--- src/verilog/measure_start_n_port_params.svh ---
/*
 Timing counts, field layouts and register offsets for the trigger and
 judgment port. Assumes a 25 MHz system clock.
*/
`ifndef MEASURE_START_N_PORT_PARAMS_SVH
`define MEASURE_START_N_PORT_PARAMS_SVH

`define CLK_HZ            25000000
`define MEASURE_START_N_MIN_US       100
// Clock scaled to kHz first so the product stays inside a 32-bit integer
`define MEASURE_START_N_MIN_CYC      ((`MEASURE_START_N_MIN_US * (`CLK_HZ / 1000) + 999) / 1000)
`define DELAY_W           20
`define JUDGE_W           8
`define REG_ADDR_W        4

`define OFF_CTRL          4'h0
`define OFF_DELAY         4'h1
`define OFF_STATUS        4'h2
`define OFF_RESULT        4'h3

`define CTRL_RESET_BIT    0
`define CTRL_TRIGEN_BIT   1
`define CTRL_EDGE_BIT     2
`define CTRL_RESET_VAL    3'h1
`define DELAY_RESET_VAL   20'h00000

`endif

--- src/verilog/measure_start_n_port_pkg.sv ---
/*
 Types for the trigger and judgment port.
 Assumes measure_start_n_port_params.svh supplies the numbers.
*/
package measure_start_n_port_pkg;
   typedef enum logic [1:0] {
      ST_IDLE,
      ST_MEASURE,
      ST_HOLD
   } port_state_t;
endpackage

--- src/verilog/measure_start_n_sync.sv ---
/*
 Three-stage synchroniser with agreement check and edge select.
 Assumes an asynchronous pin input and one system clock.
*/
`timescale 1ns/100ps
module measure_start_n_sync (
   // Clock and reset
   input  wire logic clk,
   input  wire logic rst,
   // Pin and selection
   input  wire logic pin_in,
   input  wire logic edge_rise,
   // Result
   output logic      start_pulse
);
   logic s1_r;
   logic s2_r;
   logic s3_r;
   logic level_r;
   wire  agree = (s2_r == s3_r);
   wire  chg   = agree && (s3_r != level_r);

   always_ff @(posedge clk or posedge rst) begin
      if (rst) begin
         s1_r    <= 1'b1;
         s2_r    <= 1'b1;
         s3_r    <= 1'b1;
         level_r <= 1'b1;
      end else begin
         s1_r <= pin_in;
         s2_r <= s1_r;
         s3_r <= s2_r;
         if (chg) begin
            level_r <= s3_r;
         end
      end
   end

   // Rising on the pin is trigger release; falling is the switch closing
   assign start_pulse = chg && (s3_r == edge_rise);
endmodule

--- src/verilog/measure_start_n_judge_port.sv ---
/*
 Trigger and judgment handshake of the isolated control port.
 Assumes a measurement engine that raises meas_done with its results and
 error flags, and a register master on the plain strobe port.
*/
// Design decisions made here: the strobed register port and the placing of the registers.
// Operation
// - After judgment outputs appear, the end strobe goes low only after the programmed delay.
// - A setting chooses whether judgments clear at measurement start or hold their old value.
// - A setting accepts or ignores triggers while a measurement runs.
// - The trigger is taken on the rising or falling transition per a setting.
// - By default judgments are released at start and driven only once the measurement ends.
// - The error output goes low on any sampling, regulation, limit, contact or high-impedance fault.
// - All control outputs are low when asserted and high when inactive.
// - Hardware triggers are still taken while the communications side reads data.
// - A trigger taken with both done strobes low drives both high as measurement starts.
`timescale 1ns/100ps
`include "measure_start_n_port_params.svh"
module measure_start_n_judge_port
   import measure_start_n_port_pkg::*;
#(
   parameter int DELAY_W = `DELAY_W,
   parameter int JUDGE_W = `JUDGE_W
) (
   // Clock and reset
   input  wire logic                   clk,
   input  wire logic                   rst,
   // Control port pins
   input  wire logic                   measure_start_n,
   output logic                        measure_done_n,
   output logic                        analog_done_n,
   output logic [JUDGE_W-1:0]          judge_n,
   output logic                        meas_error_n,
   // Measurement engine
   output logic                        meas_start,
   input  wire logic                   analog_end,
   input  wire logic                   meas_done,
   input  wire logic [JUDGE_W-1:0]     judge_in,
   input  wire logic [4:0]             fault_in,
   // Register port
   input  wire logic [`REG_ADDR_W-1:0] reg_addr,
   input  wire logic [31:0]            reg_wdata,
   input  wire logic                   reg_wr,
   input  wire logic                   reg_rd,
   output logic [31:0]                 reg_rdata
);
   // Refused at elaboration: read-back packs each field into one bus word
   if (DELAY_W < 1 || DELAY_W > 31 || JUDGE_W < 1 || JUDGE_W > 32) begin
      $error("measure_start_n_judge_port: unsupported width");
   end

   port_state_t        state_r;
   port_state_t        state_nxt;
   logic [2:0]         ctrl_r;
   logic [DELAY_W-1:0] delay_r;
   logic [DELAY_W-1:0] cnt_r;
   logic [JUDGE_W-1:0] judge_r;
   logic               err_r;
   logic               done_r;
   logic               adone_r;
   logic               start_pulse;
   logic [31:0]        rdata_r;

   wire clr_at_start = ctrl_r[`CTRL_RESET_BIT];
   wire measure_start_n_in_meas = ctrl_r[`CTRL_TRIGEN_BIT];
   wire edge_rise    = ctrl_r[`CTRL_EDGE_BIT];
   wire busy         = (state_r != ST_IDLE);
   // Edges while busy are simply dropped when disabled; nothing is latched
   wire accept       = start_pulse && (!busy || measure_start_n_in_meas);
   wire delay_over   = (cnt_r == '0);
   wire any_fault    = |fault_in;

   measure_start_n_sync u_sync (
      .clk         (clk),
      .rst         (rst),
      .pin_in      (measure_start_n),
      .edge_rise   (edge_rise),
      .start_pulse (start_pulse)
   );

   always_comb begin
      state_nxt = state_r;
      case (state_r)
         ST_IDLE:    if (accept) state_nxt = ST_MEASURE;
         ST_MEASURE: if (meas_done) state_nxt = ST_HOLD;
         ST_HOLD:    if (delay_over) state_nxt = ST_IDLE;
         default:    state_nxt = ST_IDLE;
      endcase
      if (accept) begin
         state_nxt = ST_MEASURE;
      end
   end

   always_ff @(posedge clk or posedge rst) begin
      if (rst) begin
         state_r <= ST_IDLE;
         cnt_r   <= '0;
      end else begin
         state_r <= state_nxt;
         if (state_r == ST_MEASURE && meas_done) begin
            cnt_r <= delay_r;
         end else if (state_r == ST_HOLD && !delay_over) begin
            cnt_r <= cnt_r - 1'b1;
         end
      end
   end

   // Judgment and error latches; active-high internally, inverted at the pins
   always_ff @(posedge clk or posedge rst) begin
      if (rst) begin
         judge_r <= '0;
         err_r   <= 1'b0;
      end else if (state_r == ST_MEASURE && meas_done && !accept) begin
         judge_r <= judge_in;
         err_r   <= any_fault;
      end else if (accept && clr_at_start) begin
         judge_r <= '0;
         err_r   <= 1'b0;
      end
   end

   // Done strobes: high from start; end strobe low when the delay has run out, analog strobe low at analog_end or meas_done
   always_ff @(posedge clk or posedge rst) begin
      if (rst) begin
         done_r  <= 1'b1;
         adone_r <= 1'b1;
      end else if (accept) begin
         done_r  <= 1'b1;
         adone_r <= 1'b1;
      end else begin
         if (state_r == ST_HOLD && delay_over) begin
            done_r <= 1'b0;
         end
         if (state_r == ST_MEASURE && analog_end) begin
            adone_r <= 1'b0;
         end else if (state_r == ST_MEASURE && meas_done) begin
            adone_r <= 1'b0;
         end
      end
   end

   // Reset value leaves both done strobes released until the delay of the first measurement has run out
   logic pins_live_r;
   always_ff @(posedge clk or posedge rst) begin
      if (rst) begin
         pins_live_r <= 1'b0;
      end else if (state_r == ST_HOLD && delay_over) begin
         pins_live_r <= 1'b1;
      end
   end

   // Open-collector style: low sinks current, high is released
   assign measure_done_n = pins_live_r ? done_r : 1'b1;
   assign analog_done_n  = pins_live_r ? adone_r : 1'b1;
   assign judge_n        = ~judge_r;
   assign meas_error_n   = ~err_r;
   assign meas_start     = accept;

   // Register port: configuration and status, one-cycle read latency
   wire sel_ctrl   = (reg_addr == `OFF_CTRL);
   wire sel_delay  = (reg_addr == `OFF_DELAY);
   wire sel_status = (reg_addr == `OFF_STATUS);
   wire sel_result = (reg_addr == `OFF_RESULT);
   logic [31:0] rd_mux;

   assign rd_mux = sel_ctrl   ? {29'h0, ctrl_r} :
                   sel_delay  ? {{(32-DELAY_W){1'b0}}, delay_r} :
                   sel_status ? {27'h0, err_r, adone_r, done_r, state_r} :
                   sel_result ? {{(32-JUDGE_W){1'b0}}, judge_r} :
                   32'h0;

   always_ff @(posedge clk or posedge rst) begin
      if (rst) begin
         ctrl_r  <= `CTRL_RESET_VAL;
         delay_r <= DELAY_W'(`DELAY_RESET_VAL);
         rdata_r <= 32'h0;
      end else begin
         if (reg_wr && sel_ctrl) begin
            ctrl_r <= reg_wdata[2:0];
         end else if (reg_wr && sel_delay) begin
            delay_r <= reg_wdata[DELAY_W-1:0];
         end
         rdata_r <= reg_rd ? rd_mux : 32'h0;
      end
   end
   assign reg_rdata = rdata_r;

   a_delay_before_done: assert property (@(posedge clk) disable iff (rst)
      (state_r == ST_HOLD && !delay_over) |-> ##1 (done_r || state_r == ST_MEASURE))
      else $error("end strobe fell before delay expired");

   a_clear_on_start: assert property (@(posedge clk) disable iff (rst)
      (accept && clr_at_start && !(state_r == ST_MEASURE && meas_done)) |=> (judge_n == '1))
      else $error("judgments not cleared at start");

   a_hold_on_start: assert property (@(posedge clk) disable iff (rst)
      (accept && !clr_at_start) |=> $stable(judge_r))
      else $error("judgments changed at start in hold mode");

   a_drop_busy_measure_start_n: assert property (@(posedge clk) disable iff (rst)
      (busy && !measure_start_n_in_meas) |-> !meas_start ##1 (state_r != ST_MEASURE || $past(state_r) == ST_MEASURE))
      else $error("trigger taken during measurement while disabled");

   a_take_idle_measure_start_n: assert property (@(posedge clk) disable iff (rst)
      (start_pulse && !busy) |=> (state_r == ST_MEASURE))
      else $error("idle trigger not taken");

   a_done_high_start: assert property (@(posedge clk) disable iff (rst)
      accept |=> (done_r && adone_r))
      else $error("done strobes not raised at start");

   a_error_latch: assert property (@(posedge clk) disable iff (rst)
      (state_r == ST_MEASURE && meas_done && !accept && any_fault) |=> !meas_error_n)
      else $error("fault not reported");

   a_result_update: assert property (@(posedge clk) disable iff (rst)
      (state_r == ST_MEASURE && meas_done && !accept) |=> (judge_n == ~$past(judge_in)))
      else $error("judgment not driven at end");
endmodule

--- config.mk ---
export PLATFORM = sky130hd
export DESIGN_NAME = measure_start_n_judge_port
export DESIGN_NICKNAME = d
export VERILOG_FILES = /design/src/verilog/measure_start_n_port_pkg.sv /design/src/verilog/measure_start_n_sync.sv /design/src/verilog/measure_start_n_judge_port.sv
export VERILOG_INCLUDE_DIRS = /design/src /design/src/verilog
export SDC_FILE = /design/constraint.sdc
export NUM_CORES = 1
export LEC_CHECK = 0
export ABC_AREA = 1
export BUFFER_PORTS_ARGS = -buffer_cell sky130_fd_sc_hd__buf_2
export CORE_MARGIN = 1.5
export CORE_UTILIZATION = 48
export CTS_CLUSTER_SIZE = 10
export DETAILED_ROUTE_END_ITERATION = 12
export PLACE_DENSITY = 0.85
export REMOVE_ABC_BUFFERS = 1
export SETUP_SLACK_MARGIN = 0.05
export SYNTH_ARGS = -nofsm -noshare
export SYNTH_HDL_FRONTEND = slang
export SYNTH_HIERARCHICAL = 1
export SYNTH_SLANG_ARGS = --single-unit
--- constraint.sdc ---
create_clock -name clk -period 2.24 [get_ports clk]
set_clock_uncertainty 0.05 [all_clocks]
set_input_delay 0.112 -clock clk [delete_from_list [all_inputs] [get_ports clk]]
set_output_delay 0.112 -clock clk [all_outputs]
set_load 0.05 [all_outputs]
==> results by group, run 1 <==
Setup path
  • Crit path arrival time: 1820 ps
  • Max FO, Critical Path: 4
  • CP endpoint kind: output port
  • Setup CP Type: reg -> out
  • CP Launch Type: flop
  • Required @ worst endpoint: roughly 2100 ps

STA
  • Slew headroom: 64.9%
  • Fmax: 504 MHz
  • RSZ-0062 raised after global routing: false
  • Setup TNS: 0 ps
  • Tmin final: 1990 ps
  • Fin. Hold Viols: 0
  • Period utilisation layout: between 80% and 90%
  • # setup viols final: 0
  • Slew @ Worst Pin: 525 ps
  • Slew Limit Fails: 0

Job
  • Maximum Capacitance Violations: 0

Placed design
  • Placed Instances: 676
  • Post-DP HPWL: just over 6000 µm
  • Routability Congestion: ~0.89
  • Placed cell area: about 4500 µm²
  • Port bufs: 75

Route
  • Post-Route M1 WL: approximately 4000 µm
  • TritonRoute pass-1 iters: 5
  • Total wire length: 9730 µm
  • DR top layer: met4
  • Metal3 WL: 513 µm
  • Vias per inst: 5.11
  • Routed WL per cell: 13.4 µm
  • Post-route DRC: 0
  • DRT iter0 DRCs: 282
  • Detailed-route via count: 3,703
  • ANT nets after route: 0
  • Met2 wire len: ~4800 µm

GRT
  • Grt ovf: 0
  • Largest net degree at the start of global routing: 78
  • First-pass GRT wire length: 15,900 µm
  • Antenna violations before repair: 0
  • GRT Util Overall: 22.8%
  • Vias in the first global route: 3,547

Die
  • Area of the core: 8220 µm²
  • Die Span Y: 95.1 µm
  • Io pins: 100
  • Die area: 9040 µm²
  • Row count: 33
  • Die W: 95.1 µm
  • Initial Utilization: 49.6%

Power
  • LEAKAGE: approximately 2.7 nW
  • Max VDD drop: about 0.53 mV
  • Pwr dens: 1070 nW/µm²
  • Total Power: 5.31 mW

CTS
  • Sink Count: 81
  • Clock transition at path regs: 90 ps
  • Max clock buf depth: 2
  • TritonCTS clock tree: yes
  • Clock Tree Root: clkbuf_8
  • TritonCTS buffer count: 9
  • Post-CTS setup repair buffer count: 0
  • Later-pin clock latency in the skew report: roughly 360 ps
  • H-tree depth: 3

Yosys
  • Yosys top cell by area: dfrtp_1
  • Mean Syn Cell Area: 8.03 µm²
  • Most numerous cell in the Yosys netlist: nand2_1
  • Flops & latches, synth: 81
  • Post-synthesis instance area: ~4000 µm²
  • Synthesized instance count: 507
  • Post-synth top flop: dfrtp_1
  • Sequential element share of the synthesized area: approximately half
  • Ys Warns: 6
  • Top-area cell type share of the netlist area: ~45%
  • Unique masters post-synth: 33
  • Number of enable flip-flop cells after synthesis: 0
  • Synth top area cells: dfrtp_1 (45%), nand2_1 (12%), nand3_1 (7.1%), inv_1 (5.3%), nor2_1 (5.0%)
  • Async SR Flop Fraction: 100%
  • List of most frequent post-synthesis cells: nand2_1 (134), dfrtp_1 (74), inv_1 (58), nand3_1 (58), nor2_1 (54)

Finish
  • # diodes: 0
  • Post-Layout Cell Count: 724
  • Fill cells: 670
  • Share of cells above drive strength 1: 20.4%
  • Total Nets Final: around 670
  • Syn-to-layout area delta: 22.3%
  • Final instance area: 4980 µm²

Outcome
  • Status: finished, final reports clean

Hold path
  • Hold WC Path Type: in -> reg
==> critical path, stage by stage (launching register included) <==
cell     delay [ps]
dfstp_2         570
nand2_1          70
nand2_1          60
nand2_1          50
nor2_1          110
nand2_1         120
inv_1           190
buf_2           300
==> area by class of cell <==
type,count,area (µm²),share of cell area [%]
Timing Repair Buffer,110,731,14.7
Tap cell,105,131,2.64
Inverter,61,231,4.65
Sequential cell,81,2040,40.9
Clock inverter,7,68.8,1.38
Clock buffer,9,124,2.49
Multi-Input combinational cell,351,1660,33.3
==> report_power, final <==
part / total (mW) / leakage [nW] / switching [mW] / internal (mW)
Clock: 1.05 / 0.0954 / 0.534 / 0.512
Combinational: 2.06 / 1.56 / 1.41 / 0.647
Sequential: 2.21 / 1.00 / 0.353 / 1.85
Total: 5.31 / 2.66 / 2.30 / 3.01
==> per-stage QoR <==
stage               setup WS [ps]  hold slack [ps]  util, %
floorplan                     116             17.2        -
global placement              548              152     54.4
detailed placement            439              165     54.4
global route                  172             31.3     60.6
CTS                           266             2.87     60.6
finish                        255             9.03     60.6
==> registers in the layout, summed over array words and instances (netlist names), 2 cells and up <==
signal and flops:
cnt_r 20, ctrl_r 3, delay_r 20, judge_r 8, reg_rdata 20, state_r 2
==> kinds of logic after synthesis <==
kind of cell               synth area share (%)
xor gates and xnor gates                   1.29
other                                    0.0921
AOI/OAI and AO/OA                          6.55
and+or+nand+nor                            31.2
buffers and inverters                      10.3
adders and majority gates                 0.615
DFF                                        50.0
==> repair_timing <==
item,in CTS,in global routing
endpoints found under the setup margin,0,0
hold endpoints to repair,112,0
hold buffers,32,0
gates resized for setup,0,0
==> path summary, 6_finish.rpt <==
kind | from | to | slack, ps | cells past startpoint
min | analog_end | adone_r | 9 | 4
max | u_sync/s3_r | meas_start | 250 | 7
max reg2reg | u_sync/s3_r | judge_r[1] | 350 | 8
min reg2reg | u_sync/s1_r | u_sync/s2_r | 310 | 0
min in group asynchronous | rst | reg_rdata[2] | 340 | 4
max in group asynchronous | rst | delay_r[10] | 1460 | 4
==> per-layer routing <==
metal	vias to the layer above	global-route usage, %
met5	-	0
met4	0	12.4
met3	39	5.42
met2	140	37.6
met1	1737	27.4
li1	1787	-
==> cell usage in the layout (no fill, tap or decap), types with 3 or more instances in the layout <==
master	instances
buf_2	75
a21oi_1	21
inv_1	57
nand4_1	3
nand3b_1	7
or2_2	4
o21ai_0	24
clkbuf_8	9
dfrtp_1	74
nor2_1	54
nand2_1	134
nor2_2	4
nand2_2	4
dfstp_2	7
conb_1	12
clkinv_2	3
nand3_1	58
dlygate4sd3_1	32
o21ai_1	3
inv_2	3
nor2_4	4
xor2_1	6
(Power assumes the default switching activity.)
==> run 2, diff against run 1 <==
==> constraint.sdc (replaced) <==
create_clock -name clk -period 1.8 [get_ports clk]
set_clock_uncertainty 0.05 [all_clocks]
set_input_delay 0.09 -clock clk [delete_from_list [all_inputs] [get_ports clk]]
set_output_delay 0.09 -clock clk [all_outputs]
set_load 0.05 [all_outputs]
==> results by group, run 2 (synthesis gave the netlist of run 1 again) <==
Hold path
  • Worst Hold Depth: 3 (-1)
  • Hold Path Origin: reg_wr
  • Hold WC Path Type: in -> reg
  • Hold Path End: delay_r[3]

Die
  • Io pins: 100 (unchanged)
  • Die area: 9040 µm² (unchanged)
  • Die Span Y: 95.1 µm (unchanged)
  • Initial Utilization: 49.6% (unchanged)
  • Die W: 95.1 µm (unchanged)
  • Row count: 33 (unchanged)
  • Area of the core: 8220 µm² (unchanged)

CTS
  • Later-pin clock latency in the skew report: 360 ps (about the same)
  • H-tree depth: 3 (unchanged)
  • Clock Tree Root: clkbuf_8
  • Max clock buf depth: 2 (unchanged)
  • Sink Count: 81 (unchanged)
  • Clock transition at path regs: 80 ps (about the same)
  • TritonCTS clock tree: yes
  • TritonCTS buffer count: 9 (unchanged)

Placed design
  • Post-DP HPWL: 6580 µm (+5.9%)
  • Placed cell area: 4530 µm² (+1.5%)
  • Port bufs: 75 (unchanged)
  • Routability Congestion: 0.882 (-1.0%)
  • Placed Instances: 685 (+1.3%)
  • Dpl ws: 94.9 ps (-344 ps)

Setup path
  • Worst r2r path cells: 8 (unchanged)
  • Reg2reg start: u_sync/s3_r
  • Setup CP Type: reg -> out
  • Required @ worst endpoint: 1660 ps (-420 ps)
  • R2R Path End: err_r
  • Max FO, Critical Path: 4 (unchanged)
  • CP Launch Type: flop
  • FF-to-FF setup slack: 120 ps (-230 ps)
  • Crit path arrival time: 1560 ps (-260 ps)
  • CP endpoint kind: output port

GRT
  • Largest net degree at the start of global routing: 37 (-53%)
  • Vias in the first global route: 3,776 (+6.5%)
  • Grt ovf: 0 (unchanged)
  • First-pass GRT wire length: 17,200 µm (+7.9%)
  • GRT Util Overall: 24.9% (+2.1 points)
  • Antenna violations before repair: 1 (+1)

STA
  • RSZ-0062 raised after global routing: false
  • Slew @ Worst Pin: 599 ps (+74.3 ps)
  • Worst Hold Slack: 18.0 ps (+8.95 ps)
  • Setup slack after layout: 101 ps (-153 ps)
  • # setup viols final: 0 (unchanged)
  • Slew headroom: 60.0% (-4.9 points)
  • Slew Limit Fails: 0 (unchanged)
  • Tmin final: 1700 ps
  • Period utilisation layout: 94.4%
  • Fin. Hold Viols: 0 (unchanged)
  • Fmax: between 500 and 600 MHz

Route
  • Total wire length: 10,600 µm (+8.5%)
  • Routed WL per cell: 14.2 µm (+5.4%)
  • TritonRoute pass-1 iters: 5 (unchanged)
  • DRT iter0 DRCs: 236 (-16%)
  • Detailed-route via count: 3,846 (+3.9%)
  • ANT nets after route: 0 (unchanged)
  • Vias per inst: 5.16 (+0.93%)
  • Post-route DRC: 0 (unchanged)

Finish
  • Fill cells: 649 (-3.1%)
  • Commonest non-fill, non-tap cell in the layout: nand2_1
  • Highest-count cells in the layout ignoring fill and taps: nand2_1 (128), buf_2 (74), dfrtp_1 (73), nand3_1 (58), inv_1 (54)
  • Multi-input gate area: 1700 µm² (+2.6%)
  • Total Nets Final: 692 (+3.0%)
  • Syn-to-layout area delta: 28.4%
  • Post-Layout Cell Count: 745 (+2.9%)
  • Final instance area: 5230 µm² (+5.0%)
  • Sequential Area: 2040 µm² (about the same)
  • Share of cells above drive strength 1: 23.8% (+3.4 points)

Job
  • Maximum Capacitance Violations: 0 (unchanged)

Outcome
  • Status: finished, final reports clean

Power
  • Max VDD drop: 0.610 mV (+14%)
  • Pwr dens: 1340 nW/µm² (+25%)
  • LEAKAGE: 2.77 nW (+4.1%)
## run 2: stage by stage
step | total power [mW] | util [%] | TNS (ps)
2_1_floorplan | 4.59 | - | -22390
6_report | 7.00 | 63.6 | 0
3_3_place_gp | 5.18 | 55.2 | 0
5_1_grt | 7.46 | 63.6 | 0
4_1_cts | 6.80 | 62.5 | 0
3_5_place_dp | 5.29 | 55.2 | 0
## run 2: worst max path at each step
stage                 from         end  slack (ps)  cells past startpoint
6_report       u_sync/s3_r  meas_start         100                      5
2_1_floorplan          rst    cnt_r[0]        -300                      1
3_5_place_dp   u_sync/s3_r  judge_r[6]          90                     10
4_1_cts        u_sync/s3_r  meas_start          50                      7
5_1_grt        u_sync/s3_r  meas_start          40                      7
3_3_place_gp   u_sync/s3_r  judge_r[6]         190                     11
## run 2: critical path, stage by stage (launching register included)
cell     delay [ps]
dfstp_2         580
xor2_1          270
nor2_4           50
nand2_2          90
inv_4            60
buf_8           150
## run 2: what timing repair did
| item | 4_1_cts | 5_1_grt |
|---|---|---|
| gates resized for setup | 3 | 21 |
| hold buffers | 38 | 0 |
| buffers inserted | 0 | 5 |
| pin swaps | 0 | 7 |
| endpoints found under the setup margin | 1 | 16 |
| endpoints found under the hold margin | 63 | 0 |
## run 2: power by group
| part | leakage (nW) | switching (mW) | total [mW] | internal [mW] |
|---|---|---|---|---|
| Combinational | 1.65 | 1.88 | 2.79 | 0.912 |
| Clock | 0.113 | 0.647 | 1.44 | 0.792 |
| Sequential | 1.00 | 0.456 | 2.76 | 2.31 |
## run 2: area by class of cell
cell class,instances,area share [%]
antenna,1,0.0479
clock buffer,14,3.49
clock inverter,2,0.670
inverter,61,4.47
multi-input combinational,351,32.5
sequential,81,39.0
tap,105,2.51
timing repair buffer,130,17.3
## run 2: per-layer routing
metal | vias up | routed length (µm) | part of all wire (%) | track usage (%)
met5 | - | 0 | 0 | 0
met4 | 0 | 411 | 3.9 | 13.2
met3 | 39 | 561 | 5.3 | 5.66
met2 | 147 | 5340 | 51 | 40.3
met1 | 1831 | 4240 | 40 | 31.0
li1 | 1829 | - | - | -
==> run 3, diff against run 2 <==
--- a/config.mk
+++ b/config.mk
@@ -13,6 +13,7 @@
 export CTS_CLUSTER_SIZE = 10
 export DETAILED_ROUTE_END_ITERATION = 12
 export PLACE_DENSITY = 0.85
+export RECOVER_POWER = 100
 export REMOVE_ABC_BUFFERS = 1
 export SETUP_SLACK_MARGIN = 0.05
 export SYNTH_ARGS = -nofsm -noshare
==> results by group, run 3 (synthesis gave the netlist of run 1 again) <==
Hold path
  • Hold Path End: delay_r[3]
  • Hold WC Path Type: in -> reg
  • Worst Hold Depth: 3 (unchanged)
  • Hold Path Origin: reg_wr

Route
  • Vias per inst: 5.10 (-1.1%)
  • Detailed-route via count: 3,802 (-1.1%)
  • ANT nets after route: 0 (unchanged)
  • Post-Route M1 WL: 4170 µm (-1.7%)
  • Metal3 WL: 598 µm (+6.6%)
  • Total wire length: 10,500 µm (-0.63%)
  • Post-route DRC: 0 (unchanged)
  • Routed WL per cell: 14.1 µm (-0.63%)
  • DR top layer: met4
  • DRT iter0 DRCs: 253 (+7.2%)
  • TritonRoute pass-1 iters: 6 (+1)
  • Met2 wire len: 5300 µm (-0.88%)

GRT
  • Largest net degree at the start of global routing: 37 (unchanged)
  • Antenna violations before repair: 1 (unchanged)
  • Vias in the first global route: 3,776 (unchanged)
  • Grt ovf: 0 (unchanged)
  • First-pass GRT wire length: 17,200 µm (unchanged)
  • GRT Util Overall: 24.9% (unchanged)

Job
  • Maximum Capacitance Violations: 0 (unchanged)

Setup path
  • CP Buf/Inv Count: 2 (unchanged)
  • Setup CP Type: reg -> reg
  • CP endpoint kind: flop
  • FF-to-FF setup slack: 90 ps (-30 ps)
  • Crit path from: u_sync/s3_r
  • Worst r2r path cells: 8 (unchanged)
  • Required @ worst endpoint: 1980 ps (+320 ps)
  • CP Launch Type: flop
  • CP Cell Sequence: xor2_1 > nor2_4 > nand2_2 > inv_4 > nor2_4 > inv_1 > nand2_4 > o22ai_2
  • Delay-heaviest family, CP: flip-flops
  • R2R Path End: err_r
  • Max FO, Critical Path: 9 (+5)
  • Max incr delay on CP: 580 ps (about the same)
  • Critical path's most frequent cell: nor2_4
  • Crit-path slowest cell: dfstp_2
  • Reg2reg start: u_sync/s3_r
  • Crit path arrival time: 1900 ps (+340 ps)

STA
  • Slew @ Worst Pin: 1080 ps (+479 ps)
  • RSZ-0062 raised after global routing: false
  • Tmin final: 1710 ps (+14.7 ps)
  • Slew headroom: 28.1% (-32 points)
  • Fmax: 584 MHz (-0.86%)
  • Setup slack after layout: 86.8 ps (-14.7 ps)
  • Setup TNS: 0 ps (unchanged)
  • Slew Limit Fails: 0 (unchanged)
  • Period utilisation layout: 95.2% (+0.81 points)
  • Fin. Hold Viols: 0 (unchanged)
  • # setup viols final: 0 (unchanged)

CTS
  • Clock transition at path regs: 80 ps (about the same)
  • TritonCTS buffer count: 9 (unchanged)
  • H-tree depth: 3 (unchanged)
  • Sink Count: 81 (unchanged)
  • TritonCTS clock tree: yes
  • Max clock buf depth: 2 (unchanged)
  • Later-pin clock latency in the skew report: 360 ps (about the same)
  • Clock Tree Root: clkbuf_8

Die
  • Row count: 33 (unchanged)
  • Die W: 95.1 µm (unchanged)
  • Initial Utilization: 49.6% (unchanged)
  • Area of the core: 8220 µm² (unchanged)
  • Io pins: 100 (unchanged)
  • Die area: 9040 µm² (unchanged)
  • Die Span Y: 95.1 µm (unchanged)

Finish
  • Share of cells above drive strength 1: 17.7% (-6.1 points)
  • Syn-to-layout area delta: 26.6%
  • Multi-input gate area: 1680 µm² (-1.1%)
  • Commonest non-fill, non-tap cell in the layout: nand2_1
  • Highest-count cells in the layout ignoring fill and taps: nand2_1 (129), dfrtp_1 (73), nand3_1 (58), inv_1 (57), nor2_1 (53)
  • Fill cells: 675 (+4.0%)
  • Sequential Area: 2040 µm² (unchanged)
  • Total Nets Final: 692 (unchanged)
  • Layout Utilization: 62.7% (-0.91 points)

Power
  • LEAKAGE: 2.64 nW (-4.6%)
  • Pwr dens: 1350 nW/µm² (+0.58%)
  • Max VDD drop: 0.607 mV (-0.46%)

Placed design
  • Port bufs: 75 (unchanged)
  • Post-DP HPWL: 6580 µm (unchanged)
  • Dpl ws: 94.9 ps (unchanged)
  • Routability Congestion: 0.882 (unchanged)

Outcome
  • Status: finished, final reports clean
## run 3: changes by cell type in the layout (fill, tap and decap cells not counted), sizes merged
| cell | change |
|---|---|
| buf | -36 |
| clkbuf | +36 |
## run 3: layer usage
| layer | global-route usage, % | vias up |
|---|---|---|
| met5 | 0 | - |
| met4 | 13.2 | 0 |
| met3 | 5.66 | 36 |
| met2 | 40.3 | 130 |
| met1 | 31.0 | 1811 |
| li1 | - | 1825 |
## run 3: how the worst max path moves through the flow
stage                      end  slack, ps  cells after the start
floorplan             cnt_r[0]       -300                      1
global placement    judge_r[6]        190                     11
detailed placement  judge_r[6]         90                     10
CTS                 meas_start         50                      7
global route             err_r         30                     11
finish                   err_r         90                      8
## run 3: where the power goes
part | switching [mW] | internal (mW) | leakage, nW
clock | 0.642 | 0.792 | 0.113
sequential | 0.452 | 2.31 | 1.00
combinational | 1.87 | 0.868 | 1.52
## run 3: final cells by class
class / count / share of cell area [%]
Tap cell: 105 / 2.55
Inverter: 61 / 4.54
Sequential cell: 81 / 39.5
Clock buffer: 14 / 3.54
Clock inverter: 2 / 0.680
Timing Repair Buffer: 130 / 16.5
Multi-Input combinational cell: 351 / 32.6
Antenna cell: 1 / 0.0486
## run 3: timing repair
item,4_1_cts,5_1_grt
setup buffers,0,5
endpoints found under the hold margin,63,0
pin swaps,0,7
setup endpoints to repair,1,16
hold buffers,38,0
gates resized for setup,3,21
## run 3: worst register-to-register path, stage by stage (launching register included)
cell     delay (ps)
dfstp_2         580
xor2_1          270
nor2_4           50
nand2_2          90
inv_4            60
nor2_4          130
inv_1           120
nand2_4         150
o22ai_2         100
## run 3: per-stage QoR
step	instances	hold slack, ps	cell area [µm²]	total power, mW
floorplan	493	-4.80	3930	4.59
finish	745	14.4	5150	6.94
global route	745	12.9	5150	7.41
detailed placement	685	146	4530	5.29
global placement	685	126	4530	5.18
CTS	739	8.73	5140	6.80
